**config.mk**
```make
export PLATFORM = sky130hd
export DESIGN_NAME = rsf_top
export DESIGN_NICKNAME = d
export VERILOG_FILES = /design/src/core/rsf_pkg.sv /design/src/core/rsf_top.sv
export SDC_FILE = /design/constraint.sdc
export NUM_CORES = 1
export LEC_CHECK = 0
export ABC_AREA = 0
export BUFFER_PORTS_ARGS = -buffer_cell sky130_fd_sc_hd__clkbuf_2
export CAP_MARGIN = 20
export CORE_ASPECT_RATIO = 1.1
export CORE_MARGIN = 2
export CORE_UTILIZATION = 46
export DETAILED_ROUTE_END_ITERATION = 16
export PLACE_DENSITY = 0.84
export REMOVE_ABC_BUFFERS = 1
export SLEW_MARGIN = 10
export SYNTH_ARGS = -nofsm -noshare
export SYNTH_HDL_FRONTEND = slang
export SYNTH_SLANG_ARGS = --single-unit
export TNS_END_PERCENT = 20
```
**constraint.sdc**
```tcl
create_clock -name core_clk -period 2.6 [get_ports core_clk]
set_clock_uncertainty 0.05 [all_clocks]
set_input_delay 0.26 -clock core_clk [delete_from_list [all_inputs] [get_ports core_clk]]
set_output_delay 0.26 -clock core_clk [all_outputs]
set_load 0.05 [all_outputs]
```
**src/core/rsf_pkg.sv**
```systemverilog
// constants, types and register map of the receiver status and pin routing registers
// How it works
// - frequency offset shown read-only as 16-bit two's complement in high and low bytes
// - measure done reads 0 while measuring, 1 when result ready; resets to 1
// - writing 1 to trigger starts a measurement; trigger bit always reads 0
// - strength reading is 8-bit read-only, half-dB steps, resets to 0xFF
// - six 2-bit pin route fields reset to 00 at documented bit positions
// - 3-bit clock select: divide 1 to 32, 110 RC on, 111 off
// - mode reached sets when requested mode is ready, clears on change, resets 1
// - receive settled sets in receive after measure, gain, correction; clears leaving receive
// - bit 4 follows synth lock while in synthesis or receive mode
// - bit 3 sets when strength beats trigger level in receive; clears on exit or software
// - bit 2 sets on either receive timeout; clears leaving receive or fifo empty
// - bit 1 high while device sits in an intermediate mode
// - bit 0 sets on sync and address detect; clears leaving receive or fifo empty
// - sync match read-only in packet mode, write-one clearable in continuous mode
// - entry timeout after count times 16 bits without threshold; zero disables
// - payload timeout after count times 16 bits past threshold; zero disables
`default_nettype none
package rsf_pkg;
  // register indices; byte address is four times the index
  localparam logic [7:0] IDX_FREQ_ERROR_HIGH  = 8'h21;
  localparam logic [7:0] IDX_FREQ_ERROR_LOW   = 8'h22;
  localparam logic [7:0] IDX_SIGNAL_MEASURE   = 8'h23;
  localparam logic [7:0] IDX_SIGNAL_STRENGTH  = 8'h24;
  localparam logic [7:0] IDX_PIN_ROUTE_FIRST  = 8'h25;
  localparam logic [7:0] IDX_PIN_ROUTE_SECOND = 8'h26;
  localparam logic [7:0] IDX_EVENT_STATUS     = 8'h27;
  localparam logic [7:0] IDX_TRIGGER_LEVEL    = 8'h29;
  localparam logic [7:0] IDX_ENTRY_TIMEOUT    = 8'h2A;
  localparam logic [7:0] IDX_PAYLOAD_TIMEOUT  = 8'h2B;
  localparam logic [7:0] IDX_IRQ_STATUS       = 8'h40;
  localparam logic [7:0] IDX_IRQ_MASK         = 8'h41;
  // field positions
  localparam int BIT_MEASURE_DONE    = 1;
  localparam int BIT_MEASURE_TRIGGER = 0;
  localparam int BIT_MODE_REACHED    = 7;
  localparam int BIT_RX_SETTLED      = 6;
  localparam int BIT_SYNTH_LOCKED    = 4;
  localparam int BIT_THRESHOLD       = 3;
  localparam int BIT_TIMEOUT         = 2;
  localparam int BIT_INTERMEDIATE    = 1;
  localparam int BIT_SYNC_MATCH      = 0;
  localparam logic [7:0] STATUS_USED_MASK = 8'hDF;
  // reset values
  localparam logic [7:0] RST_STRENGTH      = 8'hFF;
  localparam logic [7:0] RST_TRIGGER_LEVEL = 8'hE4;
  localparam logic [7:0] RST_TIMEOUT       = 8'h00;
  localparam logic [7:0] RST_PIN_ROUTE     = 8'h00;
  localparam logic [2:0] RST_CLOCK_SEL     = 3'h7;
  localparam logic [7:0] RST_IRQ_MASK      = 8'h00;
  // timing
  localparam int BITS_PER_TIMEOUT_STEP = 16;
  // clock output select codes
  localparam logic [2:0] CLK_SEL_RC  = 3'h6;
  localparam logic [2:0] CLK_SEL_OFF = 3'h7;
  // axi responses
  localparam logic [1:0] RESP_OKAY   = 2'h0;
  localparam logic [1:0] RESP_SLVERR = 2'h2;

  typedef enum logic [1:0] {MODE_SLEEP, MODE_STANDBY, MODE_SYNTH, MODE_RECEIVE} rsf_mode_e;

  // status fed from the rest of the receiver core, all on core_clk
  typedef struct packed {
    rsf_mode_e   mode;
    logic        intermediate;
    logic        xo_running;
    logic        pll_locked;
    logic        rx_sampling;
    logic        gain_freq_done;
    logic        strength_valid;
    logic [7:0]  strength_value;
    logic        freq_err_valid;
    logic [15:0] freq_err_value;
    logic        sync_detect;
    logic        payload_ready;
    logic        fifo_empty;
    logic        packet_mode;
    logic        bit_tick;
  } rsf_radio_s;

  // clock output control toward the clock output pad logic
  typedef struct packed {
    logic       enable;
    logic       rc_osc_en;
    logic [2:0] div_log2;
  } rsf_clock_output_select_s;
endpackage : rsf_pkg
`default_nettype wire

```
**src/core/rsf_top.sv**
```systemverilog
// status flag, signal measure, pin routing and clock select registers with axi4-lite slave
`default_nettype none
module rsf_top #(
  parameter int PINS = 6
) (
  // clock and reset
  input  wire logic                  core_clk,
  input  wire logic                  rst,
  // axi4-lite slave
  input  wire logic [31:0]           s_axi_awaddr,
  input  wire logic                  s_axi_awvalid,
  output logic                       s_axi_awready,
  input  wire logic [31:0]           s_axi_wdata,
  input  wire logic [3:0]            s_axi_wstrb,
  input  wire logic                  s_axi_wvalid,
  output logic                       s_axi_wready,
  output logic [1:0]                 s_axi_bresp,
  output logic                       s_axi_bvalid,
  input  wire logic                  s_axi_bready,
  input  wire logic [31:0]           s_axi_araddr,
  input  wire logic                  s_axi_arvalid,
  output logic                       s_axi_arready,
  output logic [31:0]                s_axi_rdata,
  output logic [1:0]                 s_axi_rresp,
  output logic                       s_axi_rvalid,
  input  wire logic                  s_axi_rready,
  // receiver core
  input  wire rsf_pkg::rsf_radio_s   radio,
  input  wire logic [PINS*4-1:0]     pin_evt_cont,
  input  wire logic [PINS*4-1:0]     pin_evt_pkt,
  output logic                       signal_measure_trigger,
  // pins and clock output control
  output logic [PINS-1:0]            pin_out,
  output rsf_pkg::rsf_clock_output_select_s       clock_output_select_ctrl,
  // interrupt
  output logic                       irq
);
  import rsf_pkg::*;

  logic [7:0]  route_first_q;
  logic [7:0]  route_second_q;
  logic [2:0]  clock_output_select_q;
  logic [7:0]  signal_trigger_level_q;
  logic [7:0]  entry_timeout_count_q;
  logic [7:0]  payload_timeout_count_q;
  logic [15:0] freq_error_value_q;
  logic [7:0]  signal_strength_reading_q;
  logic        signal_measure_done_q;
  logic        mode_reached_flag_q;
  logic        receive_settled_flag_q;
  logic        synth_locked_flag_q;
  logic        threshold_flag_q;
  logic        timeout_flag_q;
  logic        intermediate_state_flag_q;
  logic        sync_match_flag_q;
  logic [7:0]  irq_status_q;
  logic [7:0]  irq_mask_q;
  logic [7:0]  flags_prev_q;
  rsf_mode_e   mode_prev_q;
  logic        in_rx_q;
  logic        payload_wait_q;
  logic [11:0] timeout_cnt_q;
  logic [7:0]  flags;
  logic        rx_entry;
  logic        leave_rx;

  // ---------------- axi4-lite write channel ----------------
  logic        aw_held_q;
  logic        w_held_q;
  logic [7:0]  aw_idx_q;
  logic [7:0]  wdata_q;
  logic        wlane_q;
  logic        wr_fire;
  logic [7:0]  wr_idx;
  logic [7:0]  wr_byte;
  logic        wr_ok;

  assign s_axi_awready = !aw_held_q && !s_axi_bvalid;
  assign s_axi_wready  = !w_held_q && !s_axi_bvalid;
  assign wr_fire       = aw_held_q && w_held_q;
  assign wr_idx        = aw_idx_q;
  assign wr_byte       = wdata_q;

  always_ff @(posedge core_clk)
  begin
    if (rst)
    begin
      aw_held_q <= 1'b0;
      w_held_q  <= 1'b0;
      aw_idx_q  <= 8'h00;
      wdata_q   <= 8'h00;
      wlane_q   <= 1'b0;
    end
    else
    begin
      if (s_axi_awvalid && s_axi_awready)
      begin
        aw_held_q <= 1'b1;
        aw_idx_q  <= s_axi_awaddr[9:2];
      end
      else if (wr_fire)
        aw_held_q <= 1'b0;
      if (s_axi_wvalid && s_axi_wready)
      begin
        w_held_q <= 1'b1;
        wdata_q  <= s_axi_wdata[7:0];
        wlane_q  <= s_axi_wstrb[0];
      end
      else if (wr_fire)
        w_held_q <= 1'b0;
    end
  end

  always_comb
  begin
    unique case (wr_idx)
      IDX_FREQ_ERROR_HIGH, IDX_FREQ_ERROR_LOW, IDX_SIGNAL_MEASURE, IDX_SIGNAL_STRENGTH,
      IDX_PIN_ROUTE_FIRST, IDX_PIN_ROUTE_SECOND, IDX_EVENT_STATUS, IDX_TRIGGER_LEVEL,
      IDX_ENTRY_TIMEOUT, IDX_PAYLOAD_TIMEOUT, IDX_IRQ_STATUS, IDX_IRQ_MASK: wr_ok = 1'b1;
      default: wr_ok = 1'b0;
    endcase
  end

  // strobe of a write that actually reaches a register's low byte
  function automatic logic wr_hit(input logic [7:0] idx);
    wr_hit = wr_fire && wlane_q && (wr_idx == idx);
  endfunction : wr_hit

  always_ff @(posedge core_clk)
  begin
    if (rst)
    begin
      s_axi_bvalid <= 1'b0;
      s_axi_bresp  <= RESP_OKAY;
    end
    else if (wr_fire)
    begin
      s_axi_bvalid <= 1'b1;
      s_axi_bresp  <= wr_ok ? RESP_OKAY : RESP_SLVERR;
    end
    else if (s_axi_bready)
      s_axi_bvalid <= 1'b0;
  end

  // ---------------- configuration registers ----------------
  always_ff @(posedge core_clk)
  begin
    if (rst)
    begin
      route_first_q           <= RST_PIN_ROUTE;
      route_second_q          <= RST_PIN_ROUTE;
      clock_output_select_q   <= RST_CLOCK_SEL;
      signal_trigger_level_q  <= RST_TRIGGER_LEVEL;
      entry_timeout_count_q   <= RST_TIMEOUT;
      payload_timeout_count_q <= RST_TIMEOUT;
      irq_mask_q              <= RST_IRQ_MASK;
    end
    else
    begin
      if (wr_hit(IDX_PIN_ROUTE_FIRST))
        route_first_q <= wr_byte;
      if (wr_hit(IDX_PIN_ROUTE_SECOND))
      begin
        route_second_q        <= {wr_byte[7:4], 4'h0};
        clock_output_select_q <= wr_byte[2:0];
      end
      if (wr_hit(IDX_TRIGGER_LEVEL))
        signal_trigger_level_q <= wr_byte;
      if (wr_hit(IDX_ENTRY_TIMEOUT))
        entry_timeout_count_q <= wr_byte;
      if (wr_hit(IDX_PAYLOAD_TIMEOUT))
        payload_timeout_count_q <= wr_byte;
      if (wr_hit(IDX_IRQ_MASK))
        irq_mask_q <= wr_byte & STATUS_USED_MASK;
    end
  end

  // clock output decode
  always_comb
  begin
    clock_output_select_ctrl.enable    = (clock_output_select_q != CLK_SEL_OFF);
    clock_output_select_ctrl.rc_osc_en = (clock_output_select_q == CLK_SEL_RC);
    clock_output_select_ctrl.div_log2  = (clock_output_select_q < CLK_SEL_RC) ? clock_output_select_q : 3'h0;
  end

  // ---------------- measurement results ----------------
  always_ff @(posedge core_clk)
  begin
    if (rst)
    begin
      signal_measure_trigger    <= 1'b0;
      signal_measure_done_q     <= 1'b1;
      signal_strength_reading_q <= RST_STRENGTH;
      freq_error_value_q        <= 16'h0000;
    end
    else
    begin
      // trigger is a one-cycle pulse, never stored as a readable bit
      signal_measure_trigger <= wr_hit(IDX_SIGNAL_MEASURE) && wr_byte[BIT_MEASURE_TRIGGER];
      if (radio.strength_valid)
      begin
        signal_measure_done_q     <= 1'b1;
        signal_strength_reading_q <= radio.strength_value;
      end
      else if (signal_measure_trigger)
        signal_measure_done_q <= 1'b0;
      if (radio.freq_err_valid)
        freq_error_value_q <= radio.freq_err_value;
    end
  end

  // ---------------- mode tracking and timeouts ----------------
  assign rx_entry = (radio.mode == MODE_RECEIVE) && !in_rx_q;
  assign leave_rx = in_rx_q && (radio.mode != MODE_RECEIVE);

  logic [11:0] entry_limit;
  logic [11:0] payload_limit;
  logic        timeout_hit;
  assign entry_limit   = 12'(entry_timeout_count_q) * 12'(BITS_PER_TIMEOUT_STEP);
  assign payload_limit = 12'(payload_timeout_count_q) * 12'(BITS_PER_TIMEOUT_STEP);
  assign timeout_hit   = in_rx_q && radio.bit_tick &&
                         (payload_wait_q ? (payload_limit != 12'h000 &&
                                            timeout_cnt_q + 12'h001 == payload_limit)
                                         : (!threshold_flag_q && entry_limit != 12'h000 &&
                                            timeout_cnt_q + 12'h001 == entry_limit));

  always_ff @(posedge core_clk)
  begin
    if (rst)
    begin
      in_rx_q        <= 1'b0;
      mode_prev_q    <= MODE_STANDBY;
      payload_wait_q <= 1'b0;
      timeout_cnt_q  <= 12'h000;
    end
    else
    begin
      in_rx_q     <= (radio.mode == MODE_RECEIVE);
      mode_prev_q <= radio.mode;
      if (rx_entry || leave_rx)
      begin
        payload_wait_q <= 1'b0;
        timeout_cnt_q  <= 12'h000;
      end
      else if (in_rx_q && !payload_wait_q && flags[BIT_THRESHOLD] && !threshold_flag_q)
      begin
        // threshold event restarts the count for the payload wait
        payload_wait_q <= 1'b1;
        timeout_cnt_q  <= 12'h000;
      end
      else if (payload_wait_q && radio.payload_ready)
        payload_wait_q <= 1'b0;
      else if (timeout_hit)
        timeout_cnt_q <= 12'h000;
      else if (in_rx_q && radio.bit_tick)
        timeout_cnt_q <= timeout_cnt_q + 12'h001;
    end
  end

  // ---------------- event status flags ----------------
  logic status_wr;
  logic mode_change;
  logic mode_ready_now;
  assign status_wr   = wr_hit(IDX_EVENT_STATUS);
  assign mode_change = (radio.mode != mode_prev_q);

  always_comb
  begin
    unique case (radio.mode)
      MODE_SLEEP:   mode_ready_now = 1'b1;
      MODE_STANDBY: mode_ready_now = radio.xo_running;
      MODE_SYNTH:   mode_ready_now = radio.pll_locked;
      MODE_RECEIVE: mode_ready_now = radio.rx_sampling;
    endcase
  end

  always_ff @(posedge core_clk)
  begin
    if (rst)
    begin
      mode_reached_flag_q       <= 1'b1;
      receive_settled_flag_q    <= 1'b0;
      synth_locked_flag_q       <= 1'b0;
      threshold_flag_q          <= 1'b0;
      timeout_flag_q            <= 1'b0;
      intermediate_state_flag_q <= 1'b0;
      sync_match_flag_q         <= 1'b0;
    end
    else
    begin
      mode_reached_flag_q <= !mode_change && mode_ready_now;
      receive_settled_flag_q <= (radio.mode == MODE_RECEIVE) && radio.rx_sampling &&
                                signal_measure_done_q && radio.gain_freq_done;
      synth_locked_flag_q <= ((radio.mode == MODE_SYNTH) || (radio.mode == MODE_RECEIVE)) &&
                             radio.pll_locked;
      intermediate_state_flag_q <= radio.intermediate;
      // set wins over a software clear in the same cycle
      if (leave_rx)
        threshold_flag_q <= 1'b0;
      else if (in_rx_q && signal_measure_done_q &&
               signal_strength_reading_q < signal_trigger_level_q)
        threshold_flag_q <= 1'b1;
      else if (status_wr && wr_byte[BIT_THRESHOLD])
        threshold_flag_q <= 1'b0;
      if (leave_rx)
        timeout_flag_q <= 1'b0;
      else if (timeout_hit)
        timeout_flag_q <= 1'b1;
      else if (radio.fifo_empty)
        timeout_flag_q <= 1'b0;
      if (leave_rx)
        sync_match_flag_q <= 1'b0;
      else if (in_rx_q && radio.sync_detect)
        sync_match_flag_q <= 1'b1;
      else if (radio.fifo_empty)
        sync_match_flag_q <= 1'b0;
      else if (status_wr && wr_byte[BIT_SYNC_MATCH] && !radio.packet_mode)
        sync_match_flag_q <= 1'b0;
    end
  end

  // stronger signal gives a smaller magnitude, so exceeding means reading below level
  always_comb
  begin
    flags                   = 8'h00;
    flags[BIT_MODE_REACHED] = mode_reached_flag_q;
    flags[BIT_RX_SETTLED]   = receive_settled_flag_q;
    flags[BIT_SYNTH_LOCKED] = synth_locked_flag_q;
    flags[BIT_THRESHOLD]    = (in_rx_q && signal_measure_done_q &&
                               signal_strength_reading_q < signal_trigger_level_q) ||
                              threshold_flag_q;
    flags[BIT_TIMEOUT]      = timeout_flag_q;
    flags[BIT_INTERMEDIATE] = intermediate_state_flag_q;
    flags[BIT_SYNC_MATCH]   = sync_match_flag_q;
  end

  // ---------------- interrupt ----------------
  logic [7:0] flag_rise;
  assign flag_rise = flags & ~flags_prev_q & STATUS_USED_MASK;

  always_ff @(posedge core_clk)
  begin
    if (rst)
    begin
      flags_prev_q <= 8'h00;
      irq_status_q <= 8'h00;
    end
    else
    begin
      flags_prev_q <= flags;
      // a rising flag beats a write-one clear of the same bit
      irq_status_q <= (irq_status_q & ~((wr_hit(IDX_IRQ_STATUS)) ? wr_byte : 8'h00))
                      | flag_rise;
    end
  end

  assign irq = |(irq_status_q & irq_mask_q);

  // ---------------- pin routing ----------------
  logic [2*PINS-1:0] route_sel;
  assign route_sel = {route_second_q[5:4], route_second_q[7:6], route_first_q[1:0],
                      route_first_q[3:2], route_first_q[5:4], route_first_q[7:6]};

  for (genvar p = 0; p < PINS; p++)
  begin : g_pin
    logic [3:0] evts;
    assign evts = radio.packet_mode ? pin_evt_pkt[p*4 +: 4] : pin_evt_cont[p*4 +: 4];
    always_ff @(posedge core_clk)
    begin
      if (rst)
        pin_out[p] <= 1'b0;
      else
        pin_out[p] <= evts[route_sel[p*2 +: 2]];
    end
  end

  // ---------------- axi4-lite read channel ----------------
  logic [7:0] rd_byte;
  logic       rd_ok;

  always_comb
  begin
    rd_ok   = 1'b1;
    rd_byte = 8'h00;
    unique case (s_axi_araddr[9:2])
      IDX_FREQ_ERROR_HIGH:  rd_byte = freq_error_value_q[15:8];
      IDX_FREQ_ERROR_LOW:   rd_byte = freq_error_value_q[7:0];
      IDX_SIGNAL_MEASURE:   rd_byte = {6'h00, signal_measure_done_q, 1'b0};
      IDX_SIGNAL_STRENGTH:  rd_byte = signal_strength_reading_q;
      IDX_PIN_ROUTE_FIRST:  rd_byte = route_first_q;
      IDX_PIN_ROUTE_SECOND: rd_byte = {route_second_q[7:4], 1'b0, clock_output_select_q};
      IDX_EVENT_STATUS:     rd_byte = flags;
      IDX_TRIGGER_LEVEL:    rd_byte = signal_trigger_level_q;
      IDX_ENTRY_TIMEOUT:    rd_byte = entry_timeout_count_q;
      IDX_PAYLOAD_TIMEOUT:  rd_byte = payload_timeout_count_q;
      IDX_IRQ_STATUS:       rd_byte = irq_status_q;
      IDX_IRQ_MASK:         rd_byte = irq_mask_q;
      default:              rd_ok   = 1'b0;
    endcase
  end

  assign s_axi_arready = !s_axi_rvalid;

  always_ff @(posedge core_clk)
  begin
    if (rst)
    begin
      s_axi_rvalid <= 1'b0;
      s_axi_rdata  <= 32'h0000_0000;
      s_axi_rresp  <= RESP_OKAY;
    end
    else if (s_axi_arvalid && s_axi_arready)
    begin
      s_axi_rvalid <= 1'b1;
      s_axi_rdata  <= {24'h00_0000, rd_byte};
      s_axi_rresp  <= rd_ok ? RESP_OKAY : RESP_SLVERR;
    end
    else if (s_axi_rready)
      s_axi_rvalid <= 1'b0;
  end
endmodule : rsf_top
`default_nettype wire

```
==> results.ini, run 1 <==
[flow_run]
maxCapViolCount = 0

[yosys]
syn-cell-area_sq_um = 7320
synth.area.top_cells = dfxtp_1, mux2i_1, nor2_1, nand2_1, mux4_2
synth_seq_cells = 147
ys_types = 76
synth-warning-count = 0
syn_inst = 803
ys_seq_area_frac = 0.402
yosys.area.top_type_share = 0.402
synth_edf_count = 0
yosysTopAreaCell = dfxtp_1
async_flop_share = 0
synthFlopType = dfxtp_1
post_synth.cell_area_avg_sq_um = 9.12

[finish]
fillers = 1382
nets = 1171
diodes = 0
layout-drive-gt1-share = 0.273
areaGrowthSynthToFinish_pct = 23.0
postLayoutCellArea_sq_um = 9010

[timing]
fin_crit_ns = 2.47
worst_pin_slew_ns = 0.604
maxSlewViolCount = 0
hold_violations = 0
timing.final.crit_share = 0.951
final-setup-viol-count = 0
slew_headroom = 0.597
fmax_ghz = 0.404

[setup_path]
slowest_stage = or4_4
end_kind = flop
cpPeakStageDelay_ns = 0.54
cp.depth = 11
critPathMaxFanout = 6
crit_buf_inv = 3
cp.arrival_ns = 2.74
crit_chain = ha_4 -> inv_1 -> buf_4 -> o21ai_2 -> a21oi_1 -> or4_4 -> nor4_2 -> a31o_1 -> buf_4 -> or3_1 -> a21oi_2
critPathLaunchType = flop
cp_top_family = simple AND/OR/NAND/NOR gates
reg2reg_depth = 11
crit_type = reg2reg
crit_top_cell = buf_4
crit_required_ns = 2.86

[pwr]
cellPowerDensity_nw_per_um2 = 609
irDropWorstVdd_mv = 0.454
leakage_nw = 4.01
total_power_mw = 5.49

[cts]
cts_tree = built
numCtsBuffers = 17
cts_sinks = 147
h-tree-depth = 4
worstSkewPairLatency_ns = 0.42
clk_pin_slew_ns = 0.06
ctsRootBufferMaster = clkbuf_16
clk_path_buf_depth = 2

[die]
rows = 48
core_area_sq_um = 15600
die_h_um = 136
die_area_sq_um = 16900
die_w_um = 124
start_util = 0.469
io_pins = 247

[route]
drt_iter0_markers = 496
route.antenna.remaining_nets = 0
drc = 0
wl_um = 20500
vias_per_cell = 5.61
wl_per_cell_um = 17.4
first_pass_iters = 6
via_count = 6623

[global_route]
grt-ovfl-total = 0
grt_max_degree = 76
antenna_found_initial = 0
grt_pass1_wl_um = 32300
grt_usage = 0.237
grt_pass1_vias = 6446

[place]
io_buffers = 145
hpwl_um = 15100
post_dp_cell_area_sq_um = 8300
globalplace.congestion = 0.943

[status]
outcome = finished, final reports clean

[worst_hold_path]
hp-class = in2reg
whs_path_depth = 2

-- per-layer routing --
| metal | vias to the layer above | GRT usage | share of wire |
|---|---|---|---|
| li1 | 3168 | - | - |
| met1 | 3127 | 0.284 | 0.41 |
| met2 | 276 | 0.410 | 0.49 |
| met3 | 52 | 0.0547 | 0.066 |
| met4 | 0 | 0.100 | 0.028 |
| met5 | - | 0 | 0 |
-- per-stage QoR --
step                      utilization   TNS, ns  instances  hold slack [ns]  setup slack [ns]
final                           0.577         0       1181          0.00504             0.127
after global routing            0.577  -0.00387       1181          0.00138          -0.00387
after CTS                       0.573         0       1180         0.000332            0.0228
after detailed placement        0.531         0       1143            0.401            0.0387
after global placement          0.531         0       1143            0.390             0.117
after floorplan                     -         0        764            0.279            0.0536
-- synth_stat cells, types with 7 or more instances --
library cell,instances
a211o_1,15
a211oi_1,7
a21oi_1,48
a221oi_1,12
a222oi_1,8
a22oi_1,7
and2_1,7
and3_1,10
buf_4,26
clkbuf_1,29
dfxtp_1,147
ha_1,10
inv_1,15
mux2i_1,67
mux4_2,12
nand2_1,81
nand2b_1,11
nand3_1,16
nor2_1,98
nor2b_1,28
nor3_1,11
nor4_1,9
o21ai_0,12
or3_1,10
xnor2_1,8
xor2_1,7
-- sequential cells by signal, summed over array words and instances, names as in the netlist, 8 cells and up --
name / flops
timeout_cnt_q: 12
aw_idx_q: 8
entry_timeout_count_q: 8
signal_strength_reading_q: 8
s_axi_rdata: 8
irq_status_q: 8
payload_timeout_count_q: 8
wdata_q: 8
signal_trigger_level_q: 8
freq_error_value_q: 16
route_first_q: 8
-- power by group --
part	internal [mW]	total (mW)	switching, mW
clock network	1.49	2.46	0.968
registers	2.33	2.42	0.0849
logic	0.230	0.619	0.389
-- kinds of logic (layout without fill, tap and decap cells) --
group	count (synthesis)	in the layout	synth area share
AND/OR/NAND/NOR	312	312	0.211
AO/OA/AOI/OAI	151	151	0.146
flip-flops	147	147	0.402
multiplexers	85	85	0.138
buffers and inverters	79	232	0.0593
XOR/XNOR	18	18	0.0265
adder cells (fa/ha/maj)	10	10	0.0171
other	1	26	0.000512
-- cell usage in the layout, fill, tap and decap left out, types with 15 or more instances in the layout --
| master | instances |
|---|---|
| clkbuf_16 | 17 |
| nor2_1 | 98 |
| a211o_1 | 15 |
| nand2_1 | 81 |
| buf_4 | 33 |
| conb_1 | 26 |
| dfxtp_1 | 141 |
| mux2i_1 | 67 |
| nor2b_1 | 28 |
| a21oi_1 | 47 |
| inv_1 | 15 |
| nand3_1 | 15 |
| clkbuf_2 | 144 |
-- what timing repair did --
item | CTS | global route
gates resized for setup | 0 | 18
setup buffers | 0 | 1
setup endpoints to repair | 0 | 14
hold endpoints to repair | 5 | 0
hold buffers | 5 | 0
-- worst paths after layout --
kind              slack, ns                      endpoint                   start
setup / recovery       0.13              timeout_cnt_q[4]        timeout_cnt_q[0]
setup reg to reg       0.13              timeout_cnt_q[4]        timeout_cnt_q[0]
hold / removal        0.005  signal_strength_reading_q[7]               radio[29]
hold reg to reg        0.41         signal_measure_done_q  signal_measure_trigger
-- final cells by class --
type / instances / area [sq um] / area share
Timing Repair Buffer: 185 / 1070 / 0.119
Clock buffer: 20 / 467 / 0.0518
Sequential cell: 147 / 2950 / 0.327
Inverter: 15 / 56.3 / 0.00625
Tap cell: 200 / 250 / 0.0278
Multi-Input combinational cell: 602 / 4090 / 0.453
Clock inverter: 12 / 131 / 0.0146
No activity file was read; power rests on OpenSTA's default activity.
==> run 2: changes to the inputs <==
Settings changed: CORE_UTILIZATION 46 to 55, GPL_TIMING_DRIVEN set to 0, PLACE_DENSITY 0.84 to 0.93.
Clock period 2.6 ns to 3.1 ns, I/O delays scaled along.
==> run 2 against run 1 <==
  * Non-clock buffer count down 40
  * Hold slack gained 0.012 ns
  * Highest routed layer unchanged
  * Largest cell class unchanged
  * Design area decreased by 4.4%
  * Critical endpoint is now timeout_cnt_q[9]
  * Routed wire length fell by 2.4%
==> results.ini, run 2 (synthesis results as in run 1) <==
[route]
via_count = 6583  ; -0.60%
vias_per_cell = 5.97  ; +6.5%
route.antenna.remaining_nets = 0  ; unchanged
drt_iter0_markers = 590  ; +19%
first_pass_iters = 7  ; +1
wl_per_cell_um = 18.2  ; +4.6%
drc = 0  ; unchanged
wl_um = 20000  ; -2.4%

[finish]
largest_reg_flops = 16  ; unchanged
nets = 1131  ; -3.4%
layout-drive-gt1-share = 0.237  ; -0.0362
final_cell_mix = dfxtp_1, clkbuf_2, nor2_1
final_util = 0.657  ; +0.0804
areaGrowthSynthToFinish_pct = 17.6
top_regs = freq_error_value_q (16), timeout_cnt_q (12)
top_register = freq_error_value_q
final_common_cell = dfxtp_1
diodes = 0  ; unchanged
instances_no_fill = 1102  ; -6.7%
postLayoutCellArea_sq_um = 8610  ; -4.4%

[die]
rows = 44  ; -8.3%
die_area_sq_um = 14300  ; -16%
start_util = 0.559  ; +0.0899
die_h_um = 125  ; -8.3%
die_w_um = 114  ; -8.3%
io_pins = 247  ; unchanged
core_area_sq_um = 13100  ; -16%

[timing]
fin_tns_setup_ns = 0  ; unchanged
hold_slack_ns = 0.0174  ; +0.0124 ns
slew_headroom = 0.335  ; -0.262
fmax_ghz = 0.346  ; -15%
worst_pin_slew_ns = 0.990  ; +0.386 ns
maxSlewViolCount = 0  ; unchanged
final-setup-viol-count = 0  ; unchanged
setup_slack_ns = 0.207  ; +0.0799 ns
hold_violations = 0  ; unchanged
rsz0062_at_grt = false
fin_crit_ns = 2.89  ; +0.420 ns
timing.final.crit_share = 0.933  ; -0.0179

[place]
place_inst = 1070  ; -6.4%
globalplace.congestion = 0.950  ; +0.83%
hpwl_um = 14100  ; -7.2%
post_dp_cell_area_sq_um = 7980  ; -3.8%
pre_cts_slack_ns = 0.157  ; +0.118 ns
io_buffers = 145  ; unchanged

[cts]
post_cts_buffers = 0  ; unchanged
cts_sinks = 147  ; unchanged
clk_path_buf_depth = 2  ; unchanged
cts_hold_buf = 0  ; -5
worstSkewPairLatency_ns = 0.42  ; about the same
numCtsBuffers = 17  ; unchanged
ctsRootBufferMaster = clkbuf_16
cts_tree = built
h-tree-depth = 4  ; unchanged
clk_pin_slew_ns = 0.06  ; about the same

[pwr]
pwr-share-clk = 0.463  ; +0.016
switchingPower_mw = 1.21  ; -16%
p_int_mw = 3.49  ; -14%
leakage_nw = 3.83  ; -4.7%
total_power_mw = 4.70  ; -14%
irDropWorstVdd_mv = 0.313  ; -31%
combinationalPowerShare = 0.106  ; -0.007
cellPowerDensity_nw_per_um2 = 546  ; -10%
p_sw_frac = 0.257  ; -0.00547
p_seq_frac = 0.431  ; -0.009

[setup_path]
cp.arrival_ns = 3.13  ; +0.39 ns
crit_type = reg2reg
critPathMaxFanout = 12  ; +6
critPathLaunchType = flop
cp-startpoint = timeout_cnt_q[5]
crit_required_ns = 3.34  ; +0.48 ns
end_kind = flop
cpPeakStageDelay_ns = 0.53  ; about the same
timing.rr.start = timeout_cnt_q[5]
crit_chain = nand4_2 -> or2_2 -> xnor2_1 -> or4_1 -> nor4_1 -> a31o_2 -> o21bai_1 -> a21oi_1
slowest_stage = dfxtp_1

[worst_hold_path]
hp-class = in2reg
worstHoldStart = s_axi_rready

[global_route]
grt_usage = 0.282  ; +0.0449
antenna_found_initial = 0  ; unchanged
grt_max_degree = 133  ; +75%
use_met1 = 0.342  ; +0.0576
busiest_layer = met2
grt-ovfl-total = 0  ; unchanged
grt.met3_usage = 0.0635  ; +0.00880
grt_pass1_wl_um = 31700  ; -2.0%
grt_pass1_vias = 6399  ; -0.73%
met2_usage = 0.470  ; +0.0594

[status]
outcome = finished, final reports clean

[flow_run]
maxCapViolCount = 0  ; unchanged

-- run 2: cell count changes in the layout (fill, tap and decap cells not counted), sizes merged --
cell         change
clkbuf           -1
dlygate4sd3      -5
bufinv           +2
buf             -36
clkinv           +2
clkinvlp         -2
-- run 2: power groups by stage --
stage | Sequential [mW] | Clock, mW | Combinational (mW)
finish | 2.03 | 2.18 | 0.497
global route | 2.03 | 2.28 | 0.535
CTS | 2.02 | 2.18 | 0.497
detailed placement | 2.06 | 0 | 0.492
global placement | 2.06 | 0 | 0.482
floorplan | 2.09 | 0 | 0.260
-- run 2: area by class of cell --
cell class	instances	area, sq um
Tap cell	161	201
Clock buffer	18	439
Inverter	15	56.3
Timing Repair Buffer	145	734
Clock inverter	14	186
Fill cell	1047	4490
Sequential cell	147	2940
Multi-Input combinational cell	602	4050
-- run 2: final timing paths --
| kind | cells past startpoint | to | slack, ns |
|---|---|---|---|
| hold reg to reg | 2 | irq_status_q[5] | 0.41 |
| hold / removal | 2 | s_axi_rvalid | 0.02 |
| setup reg to reg | 8 | timeout_cnt_q[9] | 0.21 |
| setup / recovery | 8 | timeout_cnt_q[9] | 0.21 |
-- run 2: timing repair --
action	CTS	global route
gates resized for setup	0	1
setup endpoints to repair	0	10
endpoints found under the hold margin	0	0
-- run 2: critical path: cells and delay by family, from the launching register on --
family / cells / cell delay [ns]
AOI/OAI and AO/OA: 3 / 0.52
xor gates and xnor gates: 1 / 0.14
DFF: 1 / 0.53
and+or+nand+nor: 4 / 1.51
-- run 2: routing by layer --
| layer | share of wire | vias up |
|---|---|---|
| met5 | 0 | - |
| met3 | 0.085 | 65 |
| met2 | 0.49 | 342 |
| li1 | - | 3070 |
| met1 | 0.38 | 3106 |
| met4 | 0.039 | 0 |
